$ cat src/pmc_params.svh
/*
   Constants of the programmable memory controller: bank decode widths,
   field codes, sequencer word layout and sequencer entry points.
   Assumes it is included by its bare name from the package and the top.
*/
`ifndef PMC_PARAMS_SVH
`define PMC_PARAMS_SVH

// ==========================================================================
// bank decode
`define PMC_NUM_BANKS 8
`define PMC_BASE_W 17
`define PMC_ADDR_W 32
`define PMC_MS_SIMPLE 2'h0
`define PMC_MS_SEQ_A 2'h2
`define PMC_PS_32 2'h0
`define PMC_PS_8 2'h1
`define PMC_PS_16 2'h2

// ==========================================================================
// pattern store, bit 0 of the word is its most significant bit
`define PMC_PAT_DEPTH 64
`define PMC_PAT_AW 6
`define PMC_W_CST_LSB 28
`define PMC_W_BST_LSB 24
`define PMC_W_GPL_LSB 10
`define PMC_W_GPL_W 14
`define PMC_W_LOOP 7
`define PMC_W_EXCEPTION_EXIT_ENABLE 6
`define PMC_W_AMX_LSB 4
`define PMC_W_NA 3
`define PMC_W_UTA 2
`define PMC_W_PRECHARGE_TIMER_TRIGGER 1
`define PMC_W_LAST 0

// ==========================================================================
// sequencer entry points
`define PMC_ENT_BURST_RD 6'h08
`define PMC_ENT_SINGLE_RD 6'h18
`define PMC_ENT_SINGLE_WR 6'h00
`define PMC_ENT_BURST_WR 6'h20
`define PMC_ENT_TIMER 6'h30
`define PMC_ENT_EXCEPT 6'h3C

`endif

$ cat src/pmc_pkg.sv
/*
   Types shared by the programmable memory controller.
   Assumes pmc_params.svh is on the include path.
*/
`include "pmc_params.svh"

package pmc_pkg;
   typedef enum logic [1:0] {ST_IDLE, ST_SIMPLE, ST_SEQ} pmc_state_t;
   typedef logic [`PMC_PAT_AW-1:0] pmc_pat_addr_t;
   typedef logic [`PMC_ADDR_W-1:0] pmc_addr_t;
endpackage

$ cat src/pmc_top.sv
/*
   Programmable memory controller: bank decode, simple chip-select machine
   and one programmable sequencer driven from a 64-word pattern store.
   Assumes one 100 MHz clock; quarter-clock phase vectors are serialised
   by an output stage outside this block. Config inputs are held stable.
*/
// Function
// - after reset bank zero selects everything, boot port size from pins
// - machine field 00 runs the bank with the simple chip-select machine
// - port field 01 means 8-bit port, 00 means 32-bit; beats sized to match
// - machine field 10 runs the bank with programmable sequencer A
// - 17-bit base compared with upper address bits, 32K boundaries
// - 17-bit mask sets bank size from 32K to 4G
// - write to a write-protected bank does not match it
// - with bus monitor on, an unmatched access raises transfer error ack
// - select edges placed at quarter-clock resolution
// - one word per clock: four chip-select phases, four byte-select phases
// - general-purpose lines taken from word bits 8 to 21
// - bits 24..31: loop, exception, mux pair, next, ack, precharge, last
// - loop bit repeats a word for a programmed count
// - exception exits only at a word with exception enable set
// - mux bits pick row/column address; next-address bit increments address
// - ack control bit sets where transfer ack is generated
// - precharge bit starts disable timer blocking the bank
// - pattern store holds 64 words of 32 bits
// - six entry points by cycle type; burst read at 08H
// - one word per clock, stop after the word marked last
// - single read enters at 18H
// - no chip select on a bank before its valid bit is set, except boot bank zero and refresh cycles
// - simple machine inserts the four-bit wait-state count
`include "pmc_params.svh"

module pmc_top #(
   parameter int NB = `PMC_NUM_BANKS,
   parameter int DEPTH = `PMC_PAT_DEPTH
) (
   input wire logic ref_clk_in,
   input wire logic nrst_in,
   input wire logic acc_req_in,
   input wire pmc_pkg::pmc_addr_t acc_addr_in,
   input wire logic acc_write_in,
   input wire logic acc_burst_in,
   input wire logic refresh_req_in,
   input wire logic [$clog2(NB)-1:0] refresh_bank_in,
   input wire logic exception_in,
   input wire logic [1:0] boot_port_size_in,
   input wire logic boot_reprog_in,
   input wire logic bus_monitor_en_in,
   input wire logic [NB*`PMC_BASE_W-1:0] bank_base_in,
   input wire logic [NB*`PMC_BASE_W-1:0] bank_size_mask_in,
   input wire logic [NB-1:0] bank_valid_in,
   input wire logic [NB-1:0] bank_write_protect_in,
   input wire logic [NB*2-1:0] machine_select_field_in,
   input wire logic [NB*2-1:0] port_size_field_in,
   input wire logic [NB*4-1:0] wait_state_count_in,
   input wire logic [3:0] loop_count_in,
   input wire logic [7:0] precharge_cycles_in,
   input wire logic pat_we_in,
   input wire pmc_pkg::pmc_pat_addr_t pat_addr_in,
   input wire logic [31:0] pat_data_in,
   output logic acc_ready_out,
   output logic acc_done_out,
   output logic [NB*4-1:0] select_phase_bits_n_out,
   output logic [15:0] byte_select_lines_n_out,
   output logic [`PMC_W_GPL_W-1:0] gp_lines_out,
   output logic [1:0] row_col_mux_select_out,
   output pmc_pkg::pmc_addr_t mem_addr_out,
   output logic port8_out,
   output logic transfer_ack_out,
   output logic transfer_error_ack_out
);
   import pmc_pkg::*;

   localparam int BW = `PMC_BASE_W;
   localparam int IW = $clog2(NB);

   // ======================================================================
   // state
   pmc_state_t state_q, state_d;
   logic [IW-1:0] bank_q;
   logic [1:0] ps_q;
   logic [3:0] wait_q;
   logic [3:0] wcnt_q;
   logic [1:0] beat_q;
   pmc_pat_addr_t pc_q;
   logic [3:0] loop_cnt_q;
   logic exc_pend_q;
   logic [7:0] pre_cnt_q;
   logic [IW-1:0] pre_bank_q;
   logic boot_q;
   logic boot_cap_q;
   logic end_q;
   logic [1:0] boot_ps_q;
   pmc_addr_t addr_q;
   logic [31:0] pat_mem [DEPTH];

   // ======================================================================
   // bank decode
   logic [NB-1:0] bank_hit;
   logic [IW-1:0] hit_idx;
   logic hit_any;

   genvar g;
   generate
      for (g = 0; g < NB; g++) begin : g_hit
         assign bank_hit[g] = bank_valid_in[g]
            && !(bank_write_protect_in[g] && acc_write_in)
            && (((acc_addr_in[31:15] ^ bank_base_in[g*BW +: BW])
                 & bank_size_mask_in[g*BW +: BW]) == '0);
      end
   endgenerate

   always_comb begin
      hit_idx = '0;
      hit_any = 1'b0;
      for (int i = NB - 1; i >= 0; i--) begin
         if (bank_hit[i]) begin
            hit_idx = IW'(i);
            hit_any = 1'b1;
         end
      end
   end

   // boot bank claims every address until reprogrammed
   wire [IW-1:0] sel_idx = boot_q ? '0 : hit_idx;
   wire sel_any = boot_q || hit_any;
   wire [1:0] sel_ms = boot_q ? `PMC_MS_SIMPLE : machine_select_field_in[sel_idx*2 +: 2];
   wire [1:0] sel_ps = boot_q ? boot_ps_q : port_size_field_in[sel_idx*2 +: 2];
   wire [3:0] sel_wait = wait_state_count_in[sel_idx*4 +: 4];
   wire sel_ok = sel_ms == `PMC_MS_SIMPLE || sel_ms == `PMC_MS_SEQ_A;
   // bank held off while its disable timer runs
   wire sel_blocked = pre_cnt_q != 8'h00 && pre_bank_q == sel_idx;
   wire ref_blocked = pre_cnt_q != 8'h00 && pre_bank_q == refresh_bank_in;
   wire idle = state_q == ST_IDLE;
   wire take = idle && boot_cap_q && acc_req_in && sel_any && sel_ok && !sel_blocked;
   wire miss = idle && boot_cap_q && acc_req_in && !(sel_any && sel_ok);
   wire ref_take = idle && boot_cap_q && !acc_req_in && refresh_req_in && !ref_blocked;
   wire take_simple = take && sel_ms == `PMC_MS_SIMPLE;
   wire take_seq = (take && sel_ms == `PMC_MS_SEQ_A) || ref_take;

   wire [5:0] ent_acc = acc_write_in
      ? (acc_burst_in ? `PMC_ENT_BURST_WR : `PMC_ENT_SINGLE_WR)
      : (acc_burst_in ? `PMC_ENT_BURST_RD : `PMC_ENT_SINGLE_RD);
   wire [5:0] entry = ref_take ? `PMC_ENT_TIMER : ent_acc;

   // ======================================================================
   // sequencer word fields
   // word layout
   wire [31:0] w = pat_mem[pc_q];
   wire [3:0] w_cst = w[`PMC_W_CST_LSB +: 4];
   wire [3:0] w_bst = w[`PMC_W_BST_LSB +: 4];
   wire [`PMC_W_GPL_W-1:0] w_gpl = w[`PMC_W_GPL_LSB +: `PMC_W_GPL_W];
   wire w_loop = w[`PMC_W_LOOP];
   wire w_exception_exit_enable = w[`PMC_W_EXCEPTION_EXIT_ENABLE];
   wire [1:0] w_amx = w[`PMC_W_AMX_LSB +: 2];
   wire w_na = w[`PMC_W_NA];
   wire w_uta = w[`PMC_W_UTA];
   wire w_precharge_timer_trigger = w[`PMC_W_PRECHARGE_TIMER_TRIGGER];
   wire w_last = w[`PMC_W_LAST];
   wire in_seq = state_q == ST_SEQ;
   // exception leaves only at an enabled word
   wire exc_exit = in_seq && exc_pend_q && w_exception_exit_enable;
   // repeat word until the loop count is reached
   wire loop_hold = w_loop && loop_cnt_q != loop_count_in;
   // a looping last word only ends once its repeats are spent
   wire seq_end = in_seq && !exc_exit && w_last && !loop_hold;

   // beat count and address step follow port size
   wire [1:0] last_beat = ps_q == `PMC_PS_8 ? 2'h3 : (ps_q == `PMC_PS_16 ? 2'h1 : 2'h0);
   wire [31:0] step = ps_q == `PMC_PS_8 ? 32'h1 : (ps_q == `PMC_PS_16 ? 32'h2 : 32'h4);
   wire [3:0] lanes = ps_q == `PMC_PS_8 ? 4'h1 : (ps_q == `PMC_PS_16 ? 4'h3 : 4'hF);
   wire in_simple = state_q == ST_SIMPLE;
   wire beat_done = in_simple && wcnt_q == 4'h0;
   wire simple_end = beat_done && beat_q == last_beat;

   // ======================================================================
   // next state
   always_comb begin
      state_d = state_q;
      case (state_q)
         ST_IDLE: begin
            if (take_simple) begin
               state_d = ST_SIMPLE;
            end else if (take_seq) begin
               state_d = ST_SEQ;
            end
         end
         ST_SIMPLE: begin
            if (simple_end) begin
               state_d = ST_IDLE;
            end
         end
         ST_SEQ: begin
            if (seq_end) begin
               state_d = ST_IDLE;
            end
         end
         default: state_d = ST_IDLE;
      endcase
   end

   // ======================================================================
   // select and byte-lane phase vectors, active low
   logic [NB*4-1:0] cs_d;
   logic [15:0] bs_d;
   always_comb begin
      cs_d = '1;
      bs_d = '1;
      // simple machine holds select low for the whole beat
      if (in_simple) begin
         cs_d[bank_q*4 +: 4] = 4'h0;
      end
      // sequencer places edges per quarter phase
      if (in_seq) begin
         cs_d[bank_q*4 +: 4] = w_cst;
      end
      for (int l = 0; l < 4; l++) begin
         if (lanes[l]) begin
            bs_d[l*4 +: 4] = in_seq ? w_bst : (in_simple ? 4'h0 : 4'hF);
         end
      end
   end

   // ======================================================================
   // pattern store
   // 64 words of 32 bits
   always_ff @(posedge ref_clk_in) begin
      if (pat_we_in) begin
         pat_mem[pat_addr_in] <= pat_data_in;
      end
   end

   // ======================================================================
   // control flops
   always_ff @(posedge ref_clk_in or negedge nrst_in) begin
      if (!nrst_in) begin
         state_q <= ST_IDLE;
         boot_q <= 1'b1;
         boot_cap_q <= 1'b0;
         boot_ps_q <= `PMC_PS_32;
         exc_pend_q <= 1'b0;
         end_q <= 1'b0;
      end else begin
         state_q <= state_d;
         // done follows the cycle that shows the last beat or word
         end_q <= simple_end || seq_end;
         // boot port size is sampled once, on the first edge after release
         boot_cap_q <= 1'b1;
         if (!boot_cap_q) begin
            boot_ps_q <= boot_port_size_in;
         end
         if (boot_reprog_in) begin
            boot_q <= 1'b0;
         end
         // a new exception beats the clear in the same cycle
         exc_pend_q <= (in_seq && exception_in) || (exc_pend_q && !exc_exit && !seq_end);
      end
   end

   always_ff @(posedge ref_clk_in or negedge nrst_in) begin
      if (!nrst_in) begin
         bank_q <= '0;
         ps_q <= `PMC_PS_32;
         wait_q <= 4'h0;
         wcnt_q <= 4'h0;
         beat_q <= 2'h0;
         pc_q <= '0;
         loop_cnt_q <= 4'h0;
         addr_q <= '0;
      end else if (idle) begin
         bank_q <= ref_take ? refresh_bank_in : sel_idx;
         ps_q <= ref_take ? `PMC_PS_32 : sel_ps;
         wait_q <= sel_wait;
         wcnt_q <= sel_wait;
         beat_q <= 2'h0;
         pc_q <= entry;
         loop_cnt_q <= 4'h0;
         addr_q <= acc_addr_in;
      end else if (in_simple && beat_done) begin
         wcnt_q <= wait_q;
         beat_q <= beat_q + 2'h1;
         addr_q <= addr_q + step;
      end else if (in_simple) begin
         wcnt_q <= wcnt_q - 4'h1;
      end else if (exc_exit) begin
         pc_q <= `PMC_ENT_EXCEPT;
         loop_cnt_q <= 4'h0;
      end else if (in_seq) begin
         loop_cnt_q <= loop_hold ? loop_cnt_q + 4'h1 : 4'h0;
         pc_q <= loop_hold ? pc_q : pc_q + 1'b1;
         // next-address bit steps the burst address
         if (w_na) begin
            addr_q <= addr_q + step;
         end
      end
   end

   always_ff @(posedge ref_clk_in or negedge nrst_in) begin
      if (!nrst_in) begin
         pre_cnt_q <= 8'h00;
         pre_bank_q <= '0;
      end else if (in_seq && w_precharge_timer_trigger) begin
         pre_cnt_q <= precharge_cycles_in;
         pre_bank_q <= bank_q;
      end else if (pre_cnt_q != 8'h00) begin
         pre_cnt_q <= pre_cnt_q - 8'h01;
      end
   end

   // ======================================================================
   // registered outputs
   always_ff @(posedge ref_clk_in or negedge nrst_in) begin
      if (!nrst_in) begin
         acc_ready_out <= 1'b0;
         acc_done_out <= 1'b0;
         select_phase_bits_n_out <= '1;
         byte_select_lines_n_out <= '1;
         gp_lines_out <= '1;
         row_col_mux_select_out <= 2'h0;
         mem_addr_out <= '0;
         port8_out <= 1'b0;
         transfer_ack_out <= 1'b0;
         transfer_error_ack_out <= 1'b0;
      end else begin
         acc_ready_out <= state_d == ST_IDLE;
         acc_done_out <= end_q;
         select_phase_bits_n_out <= cs_d;
         byte_select_lines_n_out <= bs_d;
         gp_lines_out <= in_seq ? w_gpl : '1;
         row_col_mux_select_out <= in_seq ? w_amx : 2'h0;
         mem_addr_out <= addr_q;
         port8_out <= ps_q == `PMC_PS_8;
         // a clear ack control bit acknowledges in that clock
         transfer_ack_out <= beat_done || (in_seq && !w_uta);
         transfer_error_ack_out <= miss && bus_monitor_en_in;
      end
   end

endmodule

$ cat config.mk
export PLATFORM = sky130hd
export DESIGN_NAME = pmc_top
export DESIGN_NICKNAME = d
export VERILOG_FILES = /design/src/pmc_pkg.sv /design/src/pmc_top.sv
export VERILOG_INCLUDE_DIRS = /design/src /design/src/src
export SDC_FILE = /design/constraint.sdc
export NUM_CORES = 2
export LEC_CHECK = 0
export CORE_MARGIN = 2
export CORE_UTILIZATION = 50
export CTS_CLUSTER_SIZE = 20
export DETAILED_ROUTE_END_ITERATION = 7
export DONT_BUFFER_PORTS = 1
export GPL_TIMING_DRIVEN = 0
export PLACE_DENSITY = 0.68
export SETUP_SLACK_MARGIN = 0.15
export SLEW_MARGIN = 25
export SYNTH_ARGS = -nofsm -noshare
export SYNTH_HDL_FRONTEND = slang
export SYNTH_SLANG_ARGS = --single-unit
$ cat constraint.sdc
create_clock -name ref_clk_in -period 3.3 [get_ports ref_clk_in]
set_input_delay 0.66 -clock ref_clk_in [delete_from_list [all_inputs] [get_ports ref_clk_in]]
set_output_delay 0.66 -clock ref_clk_in [all_outputs]
set_load 0.005 [all_outputs]
==> results.sh <==
export IMPL_grt_max_degree=174
export IMPL_holdBufCountCts=53
export IMPL_hold_path_class="primary input to async pin"
export IMPL_gp_congestion=0.9984
export IMPL_setup_viol=115
export IMPL_drt_pass1_iter_count=8
export IMPL_whs_ns=-0.4312
export IMPL_path_max_fanout=10
export IMPL_powerDensity_nw_per_um2=686.0
export IMPL_slowest_stage="mux4_2"
export IMPL_grt_antenna_before_repair=66
export IMPL_path_buf_inv=6
export IMPL_synth_edf_count=1920
export IMPL_final_cells=6827
export IMPL_detail_route_wl_per_cell_um=40.47
export IMPL_cts_made_buffers=206
export IMPL_post_synth_top_area_cell="edfxtp_1"
export IMPL_crit_type="flop to flop"
export IMPL_outcome="finished, violations left"
export IMPL_cts_sinks=2093
export IMPL_crit_path_end_kind="flop"
export IMPL_die_height_um=412.6
export IMPL_finalHoldViolations=126
export IMPL_start_util_pct=50.47
export IMPL_max_slew_worst_pin_slew_ns=1.264
export IMPL_netlist_area_um2=83460
export IMPL_avgSynthCellArea_um2=21.25
export IMPL_power_mw=69.60
export IMPL_synth_main_ff_cell="edfxtp_1"
export IMPL_synthArstFlopShare_pct=8.266
export IMPL_final_util_pct=61.35
export IMPL_hpwl_um=187000
export IMPL_finalWirelength_um=276300
export IMPL_grt_total_usage_pct=32.30
export IMPL_crit_chain="clkbuf_4, clkbuf_2, buf_6, clkbuf_4, clkbuf_2, buf_16, mux4_2, mux4_2, nand2_4, nand2_4"
export IMPL_cts_tree="built"
export IMPL_nFillCells=10959
export IMPL_setup_slack_ns=-0.2964
export IMPL_grt_first_pass_wirelength_um=369600
export IMPL_violations="negative hold slack, negative setup slack"
export IMPL_cp_start_kind="flop"
export IMPL_clock_latency_ns=0.86
export IMPL_stdcell_area_um2=101500
export IMPL_cts_root_buffer="clkbuf_16"
export IMPL_dpl_cell_area_um2=90190
export IMPL_crit_family="buffers and inverters"
export IMPL_clock_fmax_mhz=278.1
export IMPL_fp_dieW_um=412.6
export IMPL_synthTopCellsByCount="edfxtp_1 (1920), mux4_2 (630), nand2_1 (146), xor2_1 (146), nor2_1 (145)"
export IMPL_finClkSkew_ns=0.04199
export IMPL_arrival_ns=4.34
export IMPL_grt_ovfl_total=0
export IMPL_h_tree_depth=4
export IMPL_fin_crit_sh_pct=109.0
export IMPL_grt_pass1_vias=44170
export IMPL_dp_cells=6249
export IMPL_fin_nets=4880
export IMPL_rows=149
export IMPL_clkTransAtPathRegs_ns=0.06
export IMPL_ys_seq_elements=2093
export IMPL_slew_limit_headroom_pct=15.10
export IMPL_drc_errors=0
export IMPL_dieArea_um2=170200
export IMPL_synth_seq_area_share_pct=74.36
export IMPL_synth_cell_types=89
export IMPL_drt_iter0_markers=6126
export IMPL_synth_top_area_share_pct=69.08
export IMPL_synth_most_common_cell="edfxtp_1"
export IMPL_pre_cts_ws_ns=-1.936
export IMPL_ir_worst_vdd_v=0.0006023
export IMPL_area_growth_pct=21.57
export IMPL_syn_inst=3928
export IMPL_synth_warnings=0
export IMPL_period_needed_ns=3.596
export IMPL_io_pins=550
export IMPL_power_leakage_nw=32.23
export IMPL_placement_io_buffers=0
export IMPL_slew_violations=0
export IMPL_ys_top_cells_by_area="edfxtp_1 (69%), mux4_2 (17%), dfrtp_1 (3.4%), dfstp_2 (1.9%), xor2_1 (1.5%)"
export IMPL_core_um2=165400
export IMPL_drive_gt1_share_pct=36.36
export IMPL_vias_per_cell=6.630
export IMPL_crit_required_ns=4.05
export IMPL_rsz0062_at_grt="true"
export IMPL_max_cap_viol_count=0
export IMPL_critPathMaxStageDelay_ns=0.67
export IMPL_clockBufferDepth=3
export IMPL_syn_nets=4390
export IMPL_num_vias=45264
export IMPL_postRouteAntennaNets=0
## final cells by class
cell class	instances	area, µm²	area share, %
diodes	42	105.1	0.1036
multi-input cells	1601	21870	21.55
well taps	2189	2739	2.700
plain buffers	201	2384	2.349
clock buffers	270	5493	5.414
flip-flops and latches	2093	62060	61.17
inverters	33	126.4	0.1246
repair buffers	282	5424	5.346
clock inverters	116	1259	1.241
## per-stage QoR
stage                     TNS [ns]  hold WS, ns
after detailed placement   -167.45       0.3464
after floorplan                  0       0.3312
after global routing        -22.51      -0.4737
final                       -18.10      -0.4312
after global placement    -3519.05       0.3357
after CTS                   -17.74      -0.5000
## worst paths after layout
| kind | start | end | depth (start not counted) | slack, ns |
|---|---|---|---|---|
| worst max-delay path | pc_q[3] | select_phase_bits_n_out[30] | 10 | -0.30 |
| worst min-delay path | nrst_in | addr_q[8] | 0 | -0.43 |
| max in group asynchronous | nrst_in | row_col_mux_select_out[1] | 0 | 3.14 |
| worst max register to register | pc_q[3] | select_phase_bits_n_out[30] | 10 | -0.30 |
| worst min register to register | end_q | acc_done_out | 0 | 0.37 |
| min in group ref_clk_in | acc_addr_in[5] | addr_q[5] | 2 | 0.06 |
## state kept, by name (all words and copies together), names as in the netlist, 2 cells and up
signal                   cells
ps_q                         2
select_phase_bits_n_out     32
wait_q                       4
byte_select_lines_n_out     12
gp_lines_out                14
pre_bank_q                   3
pre_cnt_q                    8
wcnt_q                       4
pat_mem                   1920
loop_cnt_q                   4
bank_q                       3
addr_q                      32
boot_ps_q                    2
row_col_mux_select_out       2
mem_addr_out                32
state_q                      2
beat_q                       2
pc_q                         6
## per-layer routing
metal / GRT usage [%] / wire length [µm]
met1: 39.23 / 93750
met2: 51.38 / 132900
met3: 9.654 / 29190
met4: 19.15 / 20130
met5: 0.5653 / 259
## timing repair
| item | in CTS | in global routing |
|---|---|---|
| pin swaps | 25 | 58 |
| setup buffers | 45 | 36 |
| setup endpoints to repair | 133 | 132 |
| endpoints found under the hold margin | 2116 | 173 |
| cloned | 10 | 6 |
| resized for setup | 407 | 159 |
## power breakdown
group	internal, mW	leakage, nW	switching (mW)
clock network	13.2	3.27	10.3
registers	29.9	19.3	0.798
logic	7.05	9.69	8.32
## placed cells by master, fill, tap and decap left out, drive strengths merged, types with 8 or more instances in the layout
cell type / synthesis / layout
mux2: 12 / 12
dfrtp: 114 / 114
dfstp: 59 / 59
ha: 12 / 12
nand4: 32 / 32
a21oi: 70 / 70
mux4: 630 / 630
nor4: 17 / 17
nand3: 40 / 40
xnor2: 8 / 8
a22oi: 51 / 51
edfxtp: 1920 / 1920
nand2b: 27 / 27
buf: 102 / 360
nand2: 149 / 149
a31oi: 11 / 11
diode: 0 / 42
inv: 33 / 40
clkinv: 0 / 87
bufinv: 0 / 17
nor3: 23 / 23
o21ai: 62 / 62
clkbuf: 99 / 370
mux2i: 17 / 17
xor2: 146 / 146
and3: 11 / 11
nor2: 149 / 149
a21o: 11 / 11
dlygate4sd3: 0 / 23
o22a: 15 / 15
## logic make-up after synthesis
group	synth area share, %
DFF	74.36
AOI/OAI and AO/OA	2.297
xor gates and xnor gates	1.616
muxes	17.37
other	0.004493
adders and majority gates	0.2039
and+or+nand+nor	2.856
buffers and inverters	1.298
(Power assumes the default switching activity.)
